File: config.mk
export PLATFORM = sky130hd
export DESIGN_NAME = oiac_output_control
export DESIGN_NICKNAME = d
export VERILOG_FILES = /design/src/verilog/oiac_pkg.sv /design/src/verilog/oiac_output_control.sv /design/src/verilog/oiac_halfband.sv
export VERILOG_INCLUDE_DIRS = /design/src /design/src/verilog
export SDC_FILE = /design/constraint.sdc
export NUM_CORES = 1
export LEC_CHECK = 0
export BUFFER_PORTS_ARGS = -buffer_cell sky130_fd_sc_hd__buf_4
export CAP_MARGIN = 10
export CORE_MARGIN = 4
export CORE_UTILIZATION = 50
export CTS_CLUSTER_DIAMETER = 40
export CTS_CLUSTER_SIZE = 30
export DETAILED_ROUTE_END_ITERATION = 8
export GPL_TIMING_DRIVEN = 0
export PLACE_DENSITY = 0.69
export REMOVE_ABC_BUFFERS = 1
export SETUP_SLACK_MARGIN = 0.05
export SLEW_MARGIN = 20
export SYNTH_ARGS = -nofsm -noshare
export SYNTH_HDL_FRONTEND = slang
export SYNTH_SLANG_ARGS = --single-unit
File: constraint.sdc
create_clock -name clk_sys_i -period 27.5 [get_ports clk_sys_i]
set_input_delay 1.375 -clock clk_sys_i [delete_from_list [all_inputs] [get_ports clk_sys_i]]
set_output_delay 1.375 -clock clk_sys_i [all_outputs]
set_load 0.02 [all_outputs]
File: src/verilog/oiac_params.svh
// Purpose: constants of the output interleave and gain-loop control block
// Assumes: 8-bit register address, 16-bit register data
// Notes: offsets, field positions, reset values and fixed counts
// Summary of operation
// - Port A enable low stops the interleaver; nothing reaches half-band or gain stage.
// - Port A enabled interleaves up to four channels picked by select field.
// - Select 11 gives ch0-3, 10 ch0-2, 01 ch0-1, 00 ch0 only.
// - Half-band bypass high sends interleaved data straight on, no interpolation.
// - Bypass low filters through half-band with 2x interpolation.
// - Port B works as A: two channels, bit 1 selects, bit 2 enables.
// - Port B select set gives channels 2 and 3; clear gives channel 2.
// - Gain output width is chosen by a three-bit field.
// - Width codes 111..000 give 4,5,6,7,8,10,12,16 bits.
// - Mode bit 0 tracks output level; 1 tracks clipping error.
// - Update decimator syncs to an external signal and emits an update sample.
// - Every rising of the sync pin retriggers the hold-off one-shot, except with hold-off zero, a later event in first-sync-only mode or a sync-now in hold-off.
// - Sync-now starts a new update at once, skips hold-off, may initialise.
// - Sync-now self-clears so each write of one retriggers.
// - Init-on-sync set: sync clears decimator and loads fresh loop parameters.
// - Init-on-sync clear: state kept; update sample still emitted and restarted.
// - First-sync-only set honours only the first pin event until cleared.
// - Gain bypass skips gain but still truncates to the chosen width; the bypass bit is only stored and drives no output here; port B is not cut.
// - Pin event loads hold-off counter with programmed value; sync-now cancels a running hold-off.
// - Hold-off value zero means the loop is not synchronised.
// - Target level means output power or clipping level per mode.
// - Target level is 2-bit exponent of 6.02 dB and 6-bit mantissa of 0.094 dB.
`ifndef OIAC_PARAMS_SVH
`define OIAC_PARAMS_SVH
`define OIAC_ADDR_HB_A 8'h08
`define OIAC_ADDR_HB_B 8'h09
`define OIAC_ADDR_GL_CTL 8'h0a
`define OIAC_ADDR_GL_HOLD 8'h0b
`define OIAC_ADDR_GL_LEVEL 8'h0c
`define OIAC_HB_BYPASS 0
`define OIAC_HB_SEL_LO 1
`define OIAC_HBA_ENABLE 3
`define OIAC_HBB_ENABLE 2
`define OIAC_GL_BYPASS 0
`define OIAC_GL_FIRST_ONLY 1
`define OIAC_GL_INIT 2
`define OIAC_GL_SYNC_NOW 3
`define OIAC_GL_MODE 4
`define OIAC_GL_WL_LO 5
`define OIAC_RST_HB_A 4'h0
`define OIAC_RST_HB_B 3'h0
`define OIAC_RST_GL_CTL 8'h00
`define OIAC_RST_GL_HOLD 16'h0000
`define OIAC_RST_GL_LEVEL 8'h00
`define OIAC_EXP_MDB 15'h1784
`define OIAC_MANT_MDB 15'h005e
`define OIAC_DEC_RATIO 12'h010
`endif

File: src/verilog/oiac_pkg.sv
// Purpose: shared types of the output interleave and gain-loop control block
// Assumes: four downconverter channels of 16-bit data
// Notes: word carries its channel tag
package oiac_pkg;
    typedef struct packed {
        logic valid;
        logic [1:0] chan;
        logic [15:0] data;
    } oiac_word_t;
    typedef enum logic [1:0] {
        SY_IDLE = 2'b01,
        SY_HOLD = 2'b10
    } oiac_sync_t;
endpackage

File: src/verilog/oiac_output_control.sv
// Purpose: interleave, half-band routing and gain-loop sync control for ports A and B
// Assumes: channel data and sync pin synchronous to clk_sys_i
// Notes: gain arithmetic lives downstream; this block paces and formats it
`timescale 1ns/10ps
`include "oiac_params.svh"
module oiac_output_control import oiac_pkg::*; (
    input wire logic clk_sys_i,
    input wire logic reset_i,
    input wire logic [7:0] reg_addr_i,
    input wire logic [15:0] reg_wdata_i,
    input wire logic reg_wr_i,
    input wire logic reg_rd_i,
    output logic [15:0] reg_rdata_o,
    input wire logic [3:0][15:0] ch_data_i,
    input wire logic pin_sync_i,
    output oiac_word_t port_a_o,
    output oiac_word_t port_b_o,
    output logic agc_update_o,
    output logic agc_init_o,
    output logic [23:0] agc_level_o,
    output logic agc_mode_clip_o,
    output logic [4:0] word_len_o,
    output logic [14:0] target_mdb_o
);
    function automatic logic [4:0] wl_bits(input logic [2:0] code);
        case (code)
            3'h7: wl_bits = 5'h04;
            3'h6: wl_bits = 5'h05;
            3'h5: wl_bits = 5'h06;
            3'h4: wl_bits = 5'h07;
            3'h3: wl_bits = 5'h08;
            3'h2: wl_bits = 5'h0a;
            3'h1: wl_bits = 5'h0c;
            default: wl_bits = 5'h10;
        endcase
    endfunction

    function automatic logic [15:0] wl_mask(input logic [2:0] code);
        wl_mask = 16'hffff << (5'h10 - wl_bits(code));
    endfunction

    logic [3:0] hb_a_ctl;
    logic [2:0] hb_b_ctl;
    logic [7:0] gl_ctl;
    logic [15:0] hold_val;
    logic [7:0] level;
    logic [1:0] idx_a;
    logic idx_b;
    logic pin_q;
    logic seen;
    logic [15:0] hold_cnt;
    logic hold_init;
    oiac_sync_t state;
    logic [11:0] dec_cnt;
    logic [23:0] cic_acc;

    // Register decode
    wire wr_hb_a = reg_wr_i && reg_addr_i == `OIAC_ADDR_HB_A;
    wire wr_hb_b = reg_wr_i && reg_addr_i == `OIAC_ADDR_HB_B;
    wire wr_gl = reg_wr_i && reg_addr_i == `OIAC_ADDR_GL_CTL;
    wire wr_hold = reg_wr_i && reg_addr_i == `OIAC_ADDR_GL_HOLD;
    wire wr_level = reg_wr_i && reg_addr_i == `OIAC_ADDR_GL_LEVEL;
    logic [15:0] rd_mux;
    always_comb begin
        if (reg_addr_i == `OIAC_ADDR_HB_A) begin
            rd_mux = {12'h000, hb_a_ctl};
        end else if (reg_addr_i == `OIAC_ADDR_HB_B) begin
            rd_mux = {13'h0000, hb_b_ctl};
        end else if (reg_addr_i == `OIAC_ADDR_GL_CTL) begin
            rd_mux = {8'h00, gl_ctl};
        end else if (reg_addr_i == `OIAC_ADDR_GL_HOLD) begin
            rd_mux = hold_val;
        end else if (reg_addr_i == `OIAC_ADDR_GL_LEVEL) begin
            rd_mux = {8'h00, level};
        end else begin
            rd_mux = 16'h0000;
        end
    end

    // Sync-now is a pulse, never stored
    wire sync_now = wr_gl && reg_wdata_i[`OIAC_GL_SYNC_NOW];
    wire init_sel = wr_gl ? reg_wdata_i[`OIAC_GL_INIT] : gl_ctl[`OIAC_GL_INIT];
    wire first_only = gl_ctl[`OIAC_GL_FIRST_ONLY];

    always_ff @(posedge clk_sys_i or posedge reset_i) begin
        if (reset_i) begin
            hb_a_ctl <= `OIAC_RST_HB_A;
            hb_b_ctl <= `OIAC_RST_HB_B;
            gl_ctl <= `OIAC_RST_GL_CTL;
            hold_val <= `OIAC_RST_GL_HOLD;
            level <= `OIAC_RST_GL_LEVEL;
            reg_rdata_o <= 16'h0000;
        end else begin
            if (wr_hb_a) begin
                hb_a_ctl <= reg_wdata_i[3:0];
            end
            if (wr_hb_b) begin
                hb_b_ctl <= reg_wdata_i[2:0];
            end
            if (wr_gl) begin
                gl_ctl <= reg_wdata_i[7:0] & 8'hf7;
            end
            if (wr_hold) begin
                hold_val <= reg_wdata_i;
            end
            if (wr_level) begin
                level <= reg_wdata_i[7:0];
            end
            if (reg_rd_i) begin
                reg_rdata_o <= rd_mux;
            end
        end
    end

    // Port A interleaver
    wire ena_a = hb_a_ctl[`OIAC_HBA_ENABLE];
    wire [1:0] last_a = hb_a_ctl[2:1];
    logic hb_a_ready;
    oiac_word_t iv_a;
    assign iv_a = '{ena_a & hb_a_ready, idx_a, ch_data_i[idx_a]};

    // Port B interleaver, channels 2 and 3 only
    wire ena_b = hb_b_ctl[`OIAC_HBB_ENABLE];
    wire sel_b = hb_b_ctl[`OIAC_HB_SEL_LO];
    logic hb_b_ready;
    oiac_word_t iv_b;
    assign iv_b = '{ena_b & hb_b_ready, {1'b1, idx_b}, ch_data_i[{1'b1, idx_b}]};

    always_ff @(posedge clk_sys_i or posedge reset_i) begin
        if (reset_i) begin
            idx_a <= 2'h0;
            idx_b <= 1'b0;
        end else begin
            if (!ena_a || (iv_a.valid && idx_a >= last_a)) begin
                idx_a <= 2'h0;
            end else if (iv_a.valid) begin
                idx_a <= idx_a + 2'h1;
            end
            if (!ena_b || (iv_b.valid && (idx_b || !sel_b))) begin
                idx_b <= 1'b0;
            end else if (iv_b.valid) begin
                idx_b <= 1'b1;
            end
        end
    end

    oiac_word_t hb_a_out;
    oiac_word_t hb_b_out;
    oiac_halfband u_hb_a (
        .clk_sys_i(clk_sys_i),
        .reset_i(reset_i),
        .bypass_i(hb_a_ctl[`OIAC_HB_BYPASS]),
        .in_i(iv_a),
        .ready_o(hb_a_ready),
        .out_o(hb_a_out)
    );
    oiac_halfband u_hb_b (
        .clk_sys_i(clk_sys_i),
        .reset_i(reset_i),
        .bypass_i(hb_b_ctl[`OIAC_HB_BYPASS]),
        .in_i(iv_b),
        .ready_o(hb_b_ready),
        .out_o(hb_b_out)
    );

    // Gain stage: bypass or not, port A output is cut to the chosen width; port B passes uncut
    wire [2:0] wl_code = gl_ctl[7:5];
    wire [15:0] trunc_a = hb_a_out.data & wl_mask(wl_code);
    wire [15:0] abs_a = hb_a_out.data[15] ? 16'(~hb_a_out.data + 16'h0001) : hb_a_out.data;

    // Sync handling for the gain-loop decimator
    wire pin_rise = pin_sync_i && !pin_q;
    wire pin_take = pin_rise && hold_val != 16'h0000 && !(first_only && seen);
    wire hold_done = state == SY_HOLD && hold_cnt == 16'h0001 && !pin_take;
    wire start_upd = sync_now || hold_done;
    wire start_init = sync_now ? init_sel : hold_init;
    wire dec_end = hb_a_out.valid && dec_cnt == `OIAC_DEC_RATIO - 12'h001;
    wire [14:0] next_target = 15'(level[7:6] * `OIAC_EXP_MDB) + 15'(level[5:0] * `OIAC_MANT_MDB);

    always_ff @(posedge clk_sys_i or posedge reset_i) begin
        if (reset_i) begin
            pin_q <= 1'b0;
            seen <= 1'b0;
            state <= SY_IDLE;
            hold_cnt <= 16'h0000;
            hold_init <= 1'b0;
        end else begin
            pin_q <= pin_sync_i;
            seen <= pin_take | (seen & first_only);
            case (state)
                SY_IDLE: begin
                    if (pin_take) begin
                        state <= SY_HOLD;
                        hold_cnt <= hold_val;
                        hold_init <= gl_ctl[`OIAC_GL_INIT];
                    end
                end
                SY_HOLD: begin
                    if (sync_now) begin
                        state <= SY_IDLE;
                    end else if (pin_take) begin
                        hold_cnt <= hold_val;
                        hold_init <= gl_ctl[`OIAC_GL_INIT];
                    end else if (hold_cnt == 16'h0001) begin
                        state <= SY_IDLE;
                        hold_cnt <= 16'h0000;
                    end else begin
                        hold_cnt <= hold_cnt - 16'h0001;
                    end
                end
                default: state <= SY_IDLE;
            endcase
        end
    end

    // Update decimator and outputs
    always_ff @(posedge clk_sys_i or posedge reset_i) begin
        if (reset_i) begin
            dec_cnt <= 12'h000;
            cic_acc <= 24'h000000;
            agc_update_o <= 1'b0;
            agc_init_o <= 1'b0;
            agc_level_o <= 24'h000000;
            port_a_o <= '0;
            port_b_o <= '0;
            agc_mode_clip_o <= 1'b0;
            word_len_o <= 5'h10;
            target_mdb_o <= 15'h0000;
        end else begin
            agc_update_o <= start_upd || dec_end;
            agc_init_o <= start_upd && start_init;
            if (start_upd || dec_end) begin
                agc_level_o <= cic_acc;
                dec_cnt <= 12'h000;
            end else if (hb_a_out.valid) begin
                dec_cnt <= dec_cnt + 12'h001;
            end
            if (start_upd && start_init) begin
                cic_acc <= 24'h000000;
            end else if (dec_end) begin
                cic_acc <= {8'h00, abs_a};
            end else if (hb_a_out.valid && !start_upd) begin
                cic_acc <= cic_acc + {8'h00, abs_a};
            end else if (start_upd) begin
                cic_acc <= 24'h000000;
            end
            port_a_o <= '{hb_a_out.valid, hb_a_out.chan, trunc_a};
            port_b_o <= hb_b_out;
            agc_mode_clip_o <= gl_ctl[`OIAC_GL_MODE];
            word_len_o <= wl_bits(wl_code);
            target_mdb_o <= next_target;
        end
    end

    a_port_a_quiet: assert property (@(posedge clk_sys_i) disable iff (reset_i)
        (!ena_a)[*4] |-> !port_a_o.valid)
        else $error("port A data while disabled");
    a_chan_a_range: assert property (@(posedge clk_sys_i) disable iff (reset_i)
        iv_a.valid |-> iv_a.chan <= last_a)
        else $error("port A channel outside select");
    a_chan_b_set: assert property (@(posedge clk_sys_i) disable iff (reset_i)
        iv_b.valid && !sel_b && $stable(hb_b_ctl) |-> iv_b.chan == 2'h2)
        else $error("port B used channel 3 with select clear");
    a_sync_now_upd: assert property (@(posedge clk_sys_i) disable iff (reset_i)
        sync_now |=> agc_update_o && agc_init_o == $past(init_sel) && gl_ctl[3] == 1'b0)
        else $error("sync now gave no update");
    a_hold_load: assert property (@(posedge clk_sys_i) disable iff (reset_i)
        pin_take && !sync_now |=> state == SY_HOLD && hold_cnt == $past(hold_val))
        else $error("hold-off not loaded");
    a_hold_zero: assert property (@(posedge clk_sys_i) disable iff (reset_i)
        state == SY_IDLE && hold_val == 16'h0000 && !sync_now |=> state == SY_IDLE && !agc_init_o)
        else $error("sync taken with zero hold-off");
    a_hold_end: assert property (@(posedge clk_sys_i) disable iff (reset_i)
        state == SY_HOLD && hold_cnt == 16'h0002 && !pin_take && !sync_now ##1 !pin_take && !sync_now
        |=> agc_update_o && state == SY_IDLE)
        else $error("hold-off expiry gave no update");
    a_first_only: assert property (@(posedge clk_sys_i) disable iff (reset_i)
        first_only && seen && pin_rise && state == SY_IDLE && !sync_now |=> state == SY_IDLE)
        else $error("second sync honoured in first-only mode");
    a_trunc_width: assert property (@(posedge clk_sys_i) disable iff (reset_i)
        port_a_o.valid && $stable(wl_code) |-> (port_a_o.data & ~wl_mask(wl_code)) == 16'h0000)
        else $error("port A word wider than selected");
    a_target_code: assert property (@(posedge clk_sys_i) disable iff (reset_i)
        $stable(level) |-> target_mdb_o == 15'(level[7:6] * 15'd6020) + 15'(level[5:0] * 15'd94))
        else $error("target level decode wrong");
endmodule

File: src/verilog/oiac_halfband.sv
// Purpose: 2x interpolating stage on an interleaved, channel-tagged stream
// Assumes: input is taken only while ready_o is high
// Notes: per channel history keeps interleaved streams apart
`timescale 1ns/10ps
module oiac_halfband import oiac_pkg::*; (
    input wire logic clk_sys_i,
    input wire logic reset_i,
    input wire logic bypass_i,
    input wire oiac_word_t in_i,
    output logic ready_o,
    output oiac_word_t out_o
);
    logic [3:0][15:0] prev;
    logic phase;
    oiac_word_t held;
    wire [15:0] last_w = prev[in_i.chan];
    wire [16:0] sum_w = {last_w[15], last_w} + {in_i.data[15], in_i.data};

    // Second half of a pair blocks new input
    assign ready_o = bypass_i | ~phase;

    always_ff @(posedge clk_sys_i or posedge reset_i) begin
        if (reset_i) begin
            out_o <= '0;
            held <= '0;
            prev <= '0;
            phase <= 1'b0;
        end else if (bypass_i) begin
            out_o <= in_i;
            phase <= 1'b0;
        end else if (phase) begin
            out_o <= held;
            phase <= 1'b0;
        end else if (in_i.valid) begin
            out_o <= '{1'b1, in_i.chan, sum_w[16:1]};
            held <= in_i;
            prev[in_i.chan] <= in_i.data;
            phase <= 1'b1;
        end else begin
            out_o <= '0;
        end
    end
endmodule

==> metrics.md <==
| Metric | Value |
|---|---|
| Port-buffer cells | 192 |
| Hold Vio Cnt, Final | 0 |
| Setup ws final | 22,720 ps |
| # nets final | 2,360 |
| Cell count of the worst hold path | 0 |
| Hold Crit Class | reg2reg |
| Post-synthesis cell area | 19,800 um^2 |
| Post-Synth Adder-Cell Area | 0.0753 |
| DPL Wire Length | 34,800 um |
| RR Startpoint | level[2]$_DFFE_PP0P_ |
| Dpl cells | 2,618 |
| Wire length per cell | 18.0 um |
| Largest family of logic cells by synthesized area | simple AND/OR/NAND/NOR gates |
| R2R setup slack | 22,720 ps |
| First DRT Iteration DRCs | 1,062 |
| Flops & latches, synth | 371 |
| Design Power | 1860 uW |
| Routed WL | 49,100 um |
| Die Wd | 207 um |
| Post-route DRC | 0 |
| Final core occ | 0.606 |
| Slew @ Worst Pin | 1040 ps |
| Syn_area_per_cell | 9.98 um^2 |
| VDD IR-drop max | 0.0440 mV |
| Xor/xnor share of the synthesized area | 0.0337 |
| Largest net degree at the start of global routing | 105 |
| Cell Pwr Density | 79.0 nW/um^2 |
| Final TNS setup | 0 ps |
| Core footprint | 38,900 um^2 |
| Required time worst endpoint | 28,030 ps |
| Crit-path cells | inv_1, fa_1, inv_1, ha_1, fa_1, fa_1, a21oi_1, nor2_1, nor2_1, o21bai_1, a21oi_1, o21bai_1, a21oi_1, xnor2_1, ha_1, or4b_2, o211ai_1, a311o_1 |
| I/O pin count | 194 |
| Die area | 42,800 um^2 |
| Vias in the first global route | 15,300 |
| Compound-cell area share of the yosys netlist | 0.115 |
| Status | finished, final reports clean |
| Slew Viols, Final | 0 |
| CTS Root Cell | clkbuf_16 |
| Via density | 5.59 |
| Layout Cells excl Fill | 2,720 |
| Seq/Total Area, Yosys | 0.470 |
| Ant. Diodes | 0 |
| Fillers | 3,232 |
| Synth Area in Simple Gates | 0.169 |
| Post-route minimum period | 4780 ps |
| Clock Path Buffers | 3 |
| Worst reg2reg endpoint | target_mdb_o[13]$_DFF_PP0_ |
| Setup crit start | level[2]$_DFFE_PP0P_ |
| Die height | 207 um |
| Area leader, netlist | dfrtp_1 |
| Synth area leaders | dfrtp_1, nand2_1, ha_1 |
| CTS buffer count | 55 |
| Share of layout cells above drive strength 1 | 0.215 |
| Lkg Pwr | 0.0114 uW |
| GRT Total Usage | 0.231 |
| Crit Path Category | reg2reg |
| Hold Buf Count CTS | 0 |
| RePlAce Congestion | 0.882 |
| Worst skew pair latency | 600 ps |
| Slew headroom | 0.304 |
| Highest Clock Rate | 0.209 GHz |
| CP Launch Type | flip-flop |
| Worst reg-to-reg path cell count | 18 |
| Post-route ant nets | 0 |
| Area grow syn2layout | 19.2% |
| Predominant post-synthesis flop cell | dfrtp_1 |
| Setup Fix Bufs, Post-CTS | 0 |
| Post-synth cell types | 82 |
| Cell row count | 72 |
| Post-synth EDFFs | 0 |
| Post-synthesis mux area share | 0.102 |
| Crit path arrival time | 5310 ps |
| Crit end category | flip-flop |
| Clock sinks | 371 |
| # H-tree levels | 2 |
| Critical path's largest stage delay | 670 ps |
| First-pass GRT wire length | 79,300 um |
| CTS resizes | 0 |
| Hold path endpoint | port_b_o[17]$_DFF_PP0_ |
| Max_cap viols | 0 |
| Worst Path Max Fanout | 5 |
| Total number of vias | 15,200 |
| Final setup viols | 0 |
| CTS tree | yes |
| Yosys warns | 0 |
| Starting Density | 0.508 |
| Gate Count Post-Synth | 1,982 |
| Worst-path clk slew | 60 ps |
| Pre-CTS setup slack | 21,950 ps |
| Critical path's slowest cell | or4b_2 |
| Initial antenna violation count | 2 |
| Async SR Flop Fraction | 1.00 |
| GR Overflow Total | 0 |
| DR pass1 iterations | 5 |
| Synth top area share | 0.467 |
| Final period util | 0.174 |
| RSZ-0062 raised after global routing | false |
| Hold_sp | u_hb_b.out_o[17]$_DFF_PP0_ |
| Post-Route Skew | 19.8 ps |
==> layout by cell type, fill, tap and decap left out, types with 7 or more instances in the layout <==
| cell | count |
|---|---|
| nor2b_1 | 23 |
| a22oi_1 | 12 |
| o21bai_1 | 9 |
| inv_8 | 8 |
| xnor2_1 | 44 |
| o21a_1 | 12 |
| clkinvlp_4 | 8 |
| xor2_1 | 32 |
| dfrtp_1 | 365 |
| a22o_1 | 13 |
| clkinv_2 | 7 |
| clkinv_4 | 7 |
| ha_1 | 95 |
| and3_1 | 21 |
| a31oi_1 | 9 |
| inv_6 | 8 |
| nor2_1 | 92 |
| o21ai_1 | 27 |
| o21ai_0 | 85 |
| a21oi_1 | 97 |
| nand2b_1 | 23 |
| mux2i_1 | 22 |
| o211ai_1 | 7 |
| nor3_1 | 37 |
| buf_4 | 192 |
| nand2_1 | 443 |
| inv_1 | 87 |
| nand4_1 | 12 |
| o31ai_1 | 12 |
| a21o_1 | 11 |
| fa_1 | 15 |
| or3_1 | 11 |
| nor4_1 | 12 |
| mux4_2 | 30 |
| clkbuf_16 | 55 |
| mux2_2 | 100 |
| nand3_1 | 17 |
| a211oi_1 | 8 |
==> cells by family after synthesis <==
| logic type | after synthesis |
|---|---|
| adder cells (fa/ha/maj) | 110 |
| AO/OA/AOI/OAI | 356 |
| AND/OR/NAND/NOR | 742 |
| buffers and inverters | 174 |
| multiplexers | 152 |
| XOR/XNOR | 76 |
| other | 1 |
| flip-flops | 371 |
==> metrics by stage <==
step           hold WS (ps)  area (um^2)
4_1_cts                 326        23600
5_1_grt                 329        23600
2_1_floorplan           331        19400
3_5_place_dp            336        21700
6_report                327        23600
3_3_place_gp            333        21500
==> layer usage <==
layer	up-vias	global-route usage	share of wire
met3	95	0.0497	0.059
met5	-	0	0.00069
met4	4	0.0810	0.032
met2	419	0.379	0.47
met1	7466	0.307	0.43
li1	7232	-	-
==> worst max-delay path: cells and delay by family (launching register included) <==
kind / cells / cell delay, ps
adders and majority gates: 5 / 2100
AOI/OAI and AO/OA: 7 / 1010
and+or+nand+nor: 3 / 870
DFF: 1 / 460
buffers and inverters: 2 / 190
xor gates and xnor gates: 1 / 80
==> cell usage after synthesis (11+ instances only) <==
cell / n
a21o_1: 11
a21oi_1: 98
a22o_1: 13
a22oi_1: 12
and3_1: 21
buf_2: 15
clkbuf_1: 56
dfrtp_1: 369
fa_1: 15
ha_1: 95
inv_1: 88
mux2_2: 100
mux2i_1: 22
mux4_2: 30
nand2_1: 444
nand2b_1: 23
nand3_1: 17
nand4_1: 12
nor2_1: 95
nor2b_1: 23
nor3_1: 37
nor4_1: 12
o21a_1: 12
o21ai_0: 85
o21ai_1: 27
o31ai_1: 12
or3_1: 11
xnor2_1: 44
xor2_1: 32
==> flip-flops by register name, summed over array words and instances (netlist names), 3 cells and up <==
| register | cells |
|---|---|
| u_hb_a.out_o | 19 |
| u_hb_a.prev | 64 |
| u_hb_b.held | 18 |
| u_hb_b.out_o | 19 |
| u_hb_b.prev | 32 |
| reg_rdata_o | 16 |
| word_len_o | 5 |
| hold_cnt | 16 |
| gl_ctl | 7 |
| cic_acc | 24 |
| port_a_o | 19 |
| port_b_o | 19 |
| hb_a_ctl | 4 |
| u_hb_a.held | 19 |
| dec_cnt | 12 |
| agc_level_o | 24 |
| hold_val | 16 |
| level | 8 |
| hb_b_ctl | 3 |
| target_mdb_o | 14 |
==> worst max-delay path by stage <==
| stage | end | cells past startpoint |
|---|---|---|
| after floorplan | agc_init_o$_DFF_PP0_ | 1 |
| after global placement | dec_cnt[5]$_DFFE_PP0P_ | 2 |
| after detailed placement | agc_level_o[0]$_DFFE_PP0N_ | 9 |
| after CTS | agc_level_o[0]$_DFFE_PP0N_ | 9 |
| after global routing | target_mdb_o[13]$_DFF_PP0_ | 18 |
| final | target_mdb_o[13]$_DFF_PP0_ | 18 |
==> area by class of cell <==
class	count	area, um^2	area share
clock buffer	58	1400	0.0593
inverter	92	353	0.0150
multi-input combinational	1437	9810	0.416
timing repair buffer	200	1610	0.0683
tap	518	648	0.0275
sequential	371	9290	0.394
clock inverter	44	454	0.0193
==> power by group <==
| group | switching [uW] | total, uW | internal, uW |
|---|---|---|---|
| clock | 288 | 692 | 403 |
| sequential | 60.2 | 692 | 632 |
| combinational | 263 | 477 | 213 |
| total | 612 | 1860 | 1250 |
(Power assumes the default switching activity.)
